--- src/rtl/ics_pkg.sv ---
// Purpose: Shared constants and types for the input clock auto selector
// Assumes: APB with 32-bit data, one aligned word per register
// Notes: Offsets are byte addresses
`default_nettype none
package ics_pkg;
    // Register byte offsets
    localparam logic [7:0] ICS_CTRL_OFS = 8'h00;
    localparam logic [7:0] ICS_PRIO_OFS = 8'h04;
    localparam logic [7:0] ICS_STAT_OFS = 8'h08;
    localparam logic [7:0] ICS_LOCK_OFS = 8'h0C;
    localparam logic [7:0] ICS_PH0_OFS = 8'h10; // Four phase words follow
    // Control field positions
    localparam int ICS_MODE_POS = 0; // Two bits
    localparam int ICS_MSEL_POS = 2; // Two bits
    localparam int ICS_PAIR_POS = 4;
    localparam int ICS_FRUN_POS = 5;
    localparam int ICS_FOSEN_POS = 6;
    localparam int ICS_VALT_POS = 8; // Two bits
    // Reset values
    localparam logic [9:0] ICS_CTRL_RST = 10'h142; // Revertive, fos on, input_validation_time 01
    localparam logic [7:0] ICS_PRIO_RST = 8'hE4; // Slots 1..4 -> inputs 1..4
    localparam logic [1:0] ICS_SEL_RST = 2'h0; // Input 1
    localparam logic [1:0] ICS_VALT_HITLESS = 2'h1; // Least hitless validation time
    localparam int ICS_PH_W = 16; // Phase word width
    // Selection modes
    typedef enum logic [1:0]
    {
        ICS_MANUAL = 2'h0,
        ICS_AUTO_NONREV = 2'h1,
        ICS_AUTO_REV = 2'h2,
        ICS_RESERVED = 2'h3
    } ics_mode_t;
    // Alarm carrier for the four inputs
    typedef struct packed
    {
        logic [3:0] los; // Signal loss per input
        logic [3:0] fos; // Frequency offset per input
    } ics_alarm_t;
endpackage
`default_nettype wire

--- src/rtl/ics_selector.sv ---
// Purpose: Automatic input clock selection with phase build-out and hold
// Assumes: Alarm pins are asynchronous; phase words come from pclk logic
// Notes: Registers over APB; selection re-evaluated every cycle
//
// Summary of operation
// - Priority code 00..11 names inputs 1..4
// - Pairing uses slots 1,2 only, pairs
// - Default priority selects input 1 first
// - Input 1 alarmed, input 2 clean: take 2
// - Fall through priority to inputs 3, 4
// - All four alarmed: enter digital hold
// - Disabled offset alarms never cause switch
// - Signal-loss alarms count, except input 2's in free run
// - Non-revertive keeps valid lower input
// - Track every path's phase offset continuously
// - Lock new input at its own offset
// - Hitless only when validation time >= 01
// - Free run routes oscillator over input 2
// - Free run status follows the oscillator
// - Free run: use 1, fall back, return
// - Hold when every path has an alarm that counts
// - Mode 00 manual, 01 nonrev, 10 rev
// - Manual select ignored in automatic modes
`default_nettype none
module ics_selector
    import ics_pkg::*;
(
    input wire logic pclk, // 200 MHz bus clock
    input wire logic presetn, // Async reset, active low
    input wire logic psel, // APB select
    input wire logic penable, // APB access phase
    input wire logic pwrite, // APB direction
    input wire logic [7:0] paddr, // APB byte address
    input wire logic [31:0] pwdata, // APB write data
    output logic [31:0] prdata, // APB read data
    output logic pready, // APB ready
    output logic pslverr, // APB error on unmapped address
    input wire ics_alarm_t alarm_pin, // Raw per-input alarms
    input wire logic osc_loss_alarm, // Raw oscillator loss alarm
    input wire logic cal_done, // Self-calibration finished
    input wire logic [4*ICS_PH_W-1:0] phase_in, // Per-input phase words
    input wire logic [ICS_PH_W-1:0] osc_phase, // Oscillator phase word
    output logic [1:0] ref_sel, // Active input index
    output logic hold_active, // Digital hold
    output logic osc_route, // Mux: oscillator replaces input 2
    output logic second_input_status_pin, // Input 2 path alarm
    output logic [ICS_PH_W-1:0] pd_offset, // Offset loaded at switch
    output logic hitless_ok // Last switch was hitless
);
    // Alarm synchronisers, two stages each
    ics_alarm_t al_s1_q;
    ics_alarm_t al_s2_q;
    logic osc_s1_q;
    logic osc_s2_q;
    // Configuration registers
    logic [9:0] ctrl_q;
    logic [7:0] prio_q;
    // Selection state
    logic [1:0] sel_q;
    logic [1:0] sel_d;
    logic hold_q;
    logic hold_d;
    logic [ICS_PH_W-1:0] off_q;
    logic hit_q;
    logic [7:0] swcnt_q; // Switch counter, wraps
    // Phase tracking, one word per input
    logic [ICS_PH_W-1:0] ph_q [4];
    logic [ICS_PH_W-1:0] ph_now [4]; // Live phase per path
    // Derived signals
    ics_mode_t mode;
    logic pair;
    logic frun;
    logic [3:0] bad; // Effective alarm per input
    logic [1:0] best; // Highest-priority clean input
    logic any_ok; // Some candidate is clean
    logic [31:0] rd_d;
    logic map_ok;
    logic wr_en;
    // Field extraction
    assign mode = ics_mode_t'(ctrl_q[ICS_MODE_POS +: 2]);
    assign pair = ctrl_q[ICS_PAIR_POS];
    assign frun = ctrl_q[ICS_FRUN_POS];

    // Two-flop sync; first stage read only by second
    always_ff @(posedge pclk or negedge presetn)
    begin
        if (!presetn)
        begin
            al_s1_q <= '0;
            al_s2_q <= '0;
            osc_s1_q <= 1'b0;
            osc_s2_q <= 1'b0;
        end
        else
        begin
            al_s1_q <= alarm_pin;
            al_s2_q <= al_s1_q;
            osc_s1_q <= osc_loss_alarm;
            osc_s2_q <= osc_s1_q;
        end
    end

    // Effective alarm per input
    always_comb
    begin
        for (int i = 0; i < 4; i++)
        begin
            // Loss always counts, offset only when enabled
            bad[i] = al_s2_q.los[i] | (al_s2_q.fos[i] & ctrl_q[ICS_FOSEN_POS]);
        end
        // Free run: input 2 path carries the oscillator
        if (frun)
        begin
            bad[1] = osc_s2_q;
        end
    end

    // Priority walk over the slots
    always_comb
    begin
        best = ICS_SEL_RST;
        any_ok = 1'b0;
        // Walk slots from lowest priority upward so slot 1 wins
        for (int k = 3; k >= 0; k--)
        begin
            // Pairing: slots 3, 4 ignored, codes 10/11 unused
            if (!(pair && (k > 1)) && !(pair && prio_q[2*k+1]))
            begin
                // Slot code is the input index directly
                if (!bad[prio_q[2*k +: 2]])
                begin
                    best = prio_q[2*k +: 2];
                    any_ok = 1'b1;
                end
            end
        end
    end

    // Next selection and hold decision
    always_comb
    begin
        sel_d = sel_q;
        hold_d = hold_q;
        unique case (mode)
            // Manual: hold if the chosen input is alarmed
            ICS_MANUAL:
            begin
                sel_d = ctrl_q[ICS_MSEL_POS +: 2];
                hold_d = cal_done & bad[sel_d];
            end
            // Keep current while valid
            ICS_AUTO_NONREV:
            begin
                // Manual field not consulted here
                if (bad[sel_q] || hold_q || (pair && sel_q[1]))
                begin
                    sel_d = any_ok ? best : sel_q;
                end
                hold_d = cal_done & ~any_ok;
            end
            // Always take the best clean input
            ICS_AUTO_REV:
            begin
                sel_d = any_ok ? best : sel_q;
                hold_d = cal_done & ~any_ok;
            end
            // Reserved code: freeze where we are
            ICS_RESERVED:
            begin
                sel_d = sel_q;
                hold_d = hold_q;
            end
        endcase
    end

    // Selection registers change only on the edge
    always_ff @(posedge pclk or negedge presetn)
    begin
        if (!presetn)
        begin
            sel_q <= ICS_SEL_RST;
            hold_q <= 1'b0;
        end
        else
        begin
            sel_q <= sel_d;
            hold_q <= hold_d;
        end
    end

    // Live phase per path; build-out reads this so that a switch made
    // in the cycle free run starts already sees the oscillator
    always_comb
    begin
        for (int i = 0; i < 4; i++)
        begin
            ph_now[i] = phase_in[i*ICS_PH_W +: ICS_PH_W];
        end
        if (frun)
        begin
            ph_now[1] = osc_phase;
        end
    end

    // Phase tracking of every input, oscillator on path 2
    always_ff @(posedge pclk or negedge presetn)
    begin
        if (!presetn)
        begin
            for (int i = 0; i < 4; i++)
            begin
                ph_q[i] <= '0;
            end
        end
        else
        begin
            for (int i = 0; i < 4; i++)
            begin
                ph_q[i] <= ph_now[i];
            end
        end
    end

    // Phase build-out on a switch or hold exit
    always_ff @(posedge pclk or negedge presetn)
    begin
        if (!presetn)
        begin
            off_q <= '0;
            hit_q <= 1'b1;
            swcnt_q <= 8'h00;
        end
        else if ((sel_d != sel_q) || (hold_q && !hold_d))
        begin
            swcnt_q <= swcnt_q + 8'h01;
            // Short validation time cannot promise a clean switch
            if (ctrl_q[ICS_VALT_POS +: 2] >= ICS_VALT_HITLESS)
            begin
                off_q <= ph_now[sel_d];
                hit_q <= 1'b1;
            end
            else
            begin
                off_q <= '0;
                hit_q <= 1'b0;
            end
        end
    end

    // Pin-facing outputs straight from flops
    always_ff @(posedge pclk or negedge presetn)
    begin
        if (!presetn)
        begin
            ref_sel <= ICS_SEL_RST;
            hold_active <= 1'b0;
            osc_route <= 1'b0;
            second_input_status_pin <= 1'b0;
            pd_offset <= '0;
            hitless_ok <= 1'b1;
        end
        else
        begin
            ref_sel <= sel_q;
            hold_active <= hold_q;
            osc_route <= frun;
            second_input_status_pin <= bad[1];
            pd_offset <= off_q;
            hitless_ok <= hit_q;
        end
    end

    // Bus decode; no wait state, ready in the first access cycle
    assign wr_en = psel & penable & pready & pwrite & map_ok;
    always_comb
    begin
        map_ok = 1'b1;
        rd_d = 32'h0000_0000;
        unique case (paddr)
            ICS_CTRL_OFS: rd_d[9:0] = ctrl_q;
            ICS_PRIO_OFS: rd_d[7:0] = prio_q;
            ICS_STAT_OFS: rd_d = {8'h00, swcnt_q, bad, hit_q, hold_q, sel_q,
                al_s2_q.los, al_s2_q.fos};
            ICS_LOCK_OFS: rd_d[ICS_PH_W-1:0] = off_q;
            default:
            begin
                // Phase words, one per input
                if ((paddr[7:4] == ICS_PH0_OFS[7:4]) && (paddr[1:0] == 2'h0))
                begin
                    rd_d[ICS_PH_W-1:0] = ph_q[paddr[3:2]];
                end
                else
                begin
                    map_ok = 1'b0;
                end
            end
        endcase
    end

    // Ready rises in access phase; data latched in setup
    always_ff @(posedge pclk or negedge presetn)
    begin
        if (!presetn)
        begin
            pready <= 1'b0;
            pslverr <= 1'b0;
            prdata <= 32'h0000_0000;
        end
        else if (psel && !penable)
        begin
            pready <= 1'b1;
            pslverr <= ~map_ok;
            prdata <= pwrite ? 32'h0000_0000 : rd_d;
        end
        else
        begin
            pready <= 1'b0;
            pslverr <= 1'b0;
        end
    end

    // Configuration writes; software owns the setup order
    always_ff @(posedge pclk or negedge presetn)
    begin
        if (!presetn)
        begin
            ctrl_q <= ICS_CTRL_RST;
            prio_q <= ICS_PRIO_RST;
        end
        else if (wr_en)
        begin
            // Free run must follow divider setup elsewhere
            if (paddr == ICS_CTRL_OFS)
            begin
                ctrl_q <= pwdata[9:0];
            end
            if (paddr == ICS_PRIO_OFS)
            begin
                prio_q <= pwdata[7:0];
            end
        end
    end
endmodule
`default_nettype wire

--- config.mk ---
export PLATFORM = sky130hd
export DESIGN_NAME = ics_selector
export DESIGN_NICKNAME = d
export VERILOG_FILES = /design/src/rtl/ics_pkg.sv /design/src/rtl/ics_selector.sv
export SDC_FILE = /design/constraint.sdc
export NUM_CORES = 1
export LEC_CHECK = 0
export BUFFER_PORTS_ARGS = -buffer_cell sky130_fd_sc_hd__buf_2
export CORE_AREA = 2 2 131 133
export CTS_CLUSTER_SIZE = 30
export DETAILED_ROUTE_END_ITERATION = 12
export DIE_AREA = 0 0 133 135
export PLACE_DENSITY = 0.75
export SYNTH_ARGS = -nofsm -noshare
export SYNTH_HDL_FRONTEND = slang
export SYNTH_SLANG_ARGS = --single-unit
--- constraint.sdc ---
create_clock -name pclk -period 2.9 [get_ports pclk]
set_input_delay 0.58 -clock pclk [delete_from_list [all_inputs] [get_ports pclk]]
set_output_delay 0.58 -clock pclk [all_outputs]
set_load 0.02 [all_outputs]
==> summary.md <==
| Metric | Value |
|---|---|
| Critical Path Most Common Cell | buf_6 |
| Critical path origin | ctrl_q[6] |
| P_leak | 4.722 nW |
| Final core occ | 61.93% |
| Commonest non-fill, non-tap cells in the layout | dfrtp_1, buf_2, buf_4 |
| DP Wirelength | 14.88 mm |
| Yosys cell types | 63 |
| CTS tree | yes |
| Worst EP arrival | approximately 3400 ps |
| Ant. Diodes | 0 |
| DRT iter0 DRCs | 323 |
| Synth Instances | roughly 600 |
| Status | finished with violations |
| Core area | between 0.015 and 0.02 mm^2 |
| Cell area after synthesis | 0.007826 mm^2 |
| Die Wd | between 100 and 150 um |
| PwrDens | around 540 mW/mm^2 |
| Pre-CTS WS | -289.2 ps |
| Root Driver | clkbuf_16 |
| Critical path endpoint category | register |
| Port bufs | between 150 and 200 |
| WP depth | 13 |
| # hold bufs at CTS | 0 |
| Initial cell density of the core | 47.70% |
| Buffers and inverters on the worst path | 4 |
| Crit-path leading delay family | compound AO/OA/AOI/OAI gates |
| Layout Skew | ~9.3 ps |
| Failing checks | setup timing |
| Yosys warns | 0 |
| Sinks on Clock Net | 176 |
| Global-route usage over all layers | about a quarter |
| Routed wire per std cell | between 20 and 25 um |
| Post-synth EDFFs | 0 |
| Vias | 5,710 |
| GRT overflow | 0 |
| Num CTS Buffers | 17 |
| Crit path max fanout | 7 |
| Register area share after synthesis | between 50% and 60% |
| Final worst path period need | approximately 3100 ps |
| Clk Latency, worst-skew pair | 440 ps |
| CP max-delay cell | dfstp_2 |
| Vias in the first global route | 5,914 |
| Synth-to-layout area growth | 29.83% |
| Fin crit share | 107.2% |
| Slew headroom | 53.33% |
| Async S/R FF share, synth | 100.0% |
| Largest net degree at the start of global routing | 70 |
| Max-cap violations | 0 |
| Die ar. | around 0.018 mm^2 |
| Worst r2r src | ctrl_q[6] |
| Routed wire length | between 20 and 25 mm |
| Max Clk Rate | ~320 MHz |
| Worst stage delay on the critical path | between 600 and 700 ps |
| Startpoint types | register |
| H-tree depth | 4 |
| DR vias/cell | 5.490 |
| Design area | between 0.01 and 0.015 mm^2 |
| Critical path class | register to register |
| Initial DRT Pass Iterations | 5 |
| Reg2reg end | off_q[6] |
| Final hold vios | 0 |
| ANT nets after route | 0 |
| Final Max Slew Viols | 0 |
| DP Area | between 0.009 and 0.01 mm^2 |
| Synth Area per Inst | 13.18 um^2 |
| FF+latch count, synth | 176 |
| CP required | around 3200 ps |
| Setup violators final | 25 |
| Flop2flop setup slack | -210 ps |
| Worst-Margin Slew | ~700 ps |
| Worst Reg2Reg Path Length in Cells | 13 |
| Primary FF master, synth | dfrtp_1 |
| Drc violations | 0 |
| Initial antenna violation count | 0 |
| Gpl congestion | 0.9086 |
| Placed insts | around 1,000 |
| Overall power | roughly 0.0055 W |
| First-pass GRT wire length | between 30 and 40 mm |
| Final setup margin | -209.4 ps |
| HP Class | input pin to asynchronous set/reset pin |
| Final nets | between 900 and 1k |
| Crit-path cells | buf_6 -> buf_6 -> a21oi_2 -> mux2_2 -> and3_1 -> or4b_4 -> a32oi_2 -> o211a_1 -> o211ai_4 -> buf_6 -> o21ai_4 -> clkbuf_16 -> o22ai_2 |
| Total I/O pin count | roughly 190 |
| RSZ-0062 raised after global routing | true |
| CP Capture Point | off_q[6] |
| Final Non-Filler Cells | 1,040 |
| VDD IR max | between 0.4 and 0.5 mV |
| Cell Rows | 47 |
| Clk slew on worst S/H paths | about 70 ps |
| Share of cells above drive strength 1 | between 40% and 50% |
| Most common cell after layout, fill and taps aside | dfrtp_1 |
| Clk buf depth | 2 |
| Die Ht | between 100 and 150 um |
cells in the mapped netlist, drive strengths merged, types with 2 or more instances:
master   instances  area share (%)
nor2b            2            0.16
nand2           38             1.8
mux2            49             7.1
nor2            17            0.82
nand3           10            0.64
a22o             8            0.90
mux2i           43             5.5
dfstp            9             3.0
buf             24             2.2
o211a            3            0.38
xnor2            6            0.67
a21oi           14            0.94
o2111ai          2            0.22
dfrtp          167              53
ha               5            0.80
o22ai           23             2.6
o21ai           34             2.3
o41a             2            0.29
a32oi            2            0.32
nand4            5            0.40
inv             29             1.4
nor3             4            0.26
o21a             3            0.29
and2             4            0.32
a21o             5            0.48
a22oi            3            0.29
o211ai           6            0.75
nand2b           4            0.32
a211o            2            0.22
mux4            25             7.2
and3             5            0.46
o31ai            6            0.75
clkbuf          17            0.82
area by class of cell:
type,count,area [um^2]
Tap cell,220,275.3
Fill cell,1273,6246
Multi-Input combinational cell,355,3271
Clock buffer,19,452.9
Inverter,29,111.4
Clock inverter,13,142.6
Sequential cell,176,4415
Timing Repair Buffer,228,1493
state kept, by name (all words and copies together), names as in the netlist, 8 cells and up:
| register | cells |
|---|---|
| al_s1_q | 8 |
| al_s2_q | 8 |
| ctrl_q | 10 |
| off_q | 16 |
| pd_offset | 16 |
| ph_q | 64 |
| prdata | 24 |
| prio_q | 8 |
| swcnt_q | 8 |
layer usage:
| metal | routed length [um] | global-route usage [%] |
|---|---|---|
| met3 | 1209 | 4.467 |
| met2 | 10860 | 40.88 |
| met5 | 0 | 0 |
| met4 | 408 | 8.124 |
| met1 | 8519 | 30.79 |
cells by family (layout without fill, tap and decap cells):
logic type | after synthesis | in the layout | share of synthesized area [%]
flops | 176 | 176 | 56.42
compound gates | 121 | 121 | 11.77
mux | 117 | 117 | 19.74
simple gates | 97 | 97 | 6.075
buf+inv | 70 | 289 | 4.364
xor+xnor | 7 | 7 | 0.7834
fa+ha+maj | 5 | 5 | 0.7994
other cells | 1 | 8 | 0.04792
how the worst min path moves through the flow:
stage | from | to | slack [ps] | cells after the start
after floorplan | presetn | al_s1_q[0] | 280 | 0
after global placement | al_s1_q[3] | al_s2_q[3] | 330 | 0
after detailed placement | al_s1_q[2] | al_s2_q[2] | 340 | 0
after CTS | presetn | pd_offset[2] | 150 | 1
after global routing | presetn | osc_s1_q | 180 | 1
final | presetn | al_s1_q[7] | 130 | 1
metrics by stage:
step / TNS [ps] / hold WS [ps]
5_1_grt: -6495 / 179.4
3_5_place_dp: -5034 / 337.0
6_report: -3732 / 134.6
3_3_place_gp: -4208 / 334.1
4_1_cts: -2492 / 151.5
2_1_floorplan: 0 / 284.4
repair_timing:
action                                  4_1_cts  5_1_grt
resized for setup                            20       24
pin swaps                                     4       12
endpoints found under the setup margin       24       25
gates cloned                                  1        2
buffers inserted                              3        5
report_power, final:
group / total, W / switching, W / internal [W]
Clock: 0.00231 / 0.00104 / 0.00126
Sequential: 0.00264 / 0.0000715 / 0.00257
Combinational: 0.000557 / 0.000290 / 0.000266
Total: 0.00550 / 0.00140 / 0.00410
Note: power is estimated with default switching activity, not from simulation.
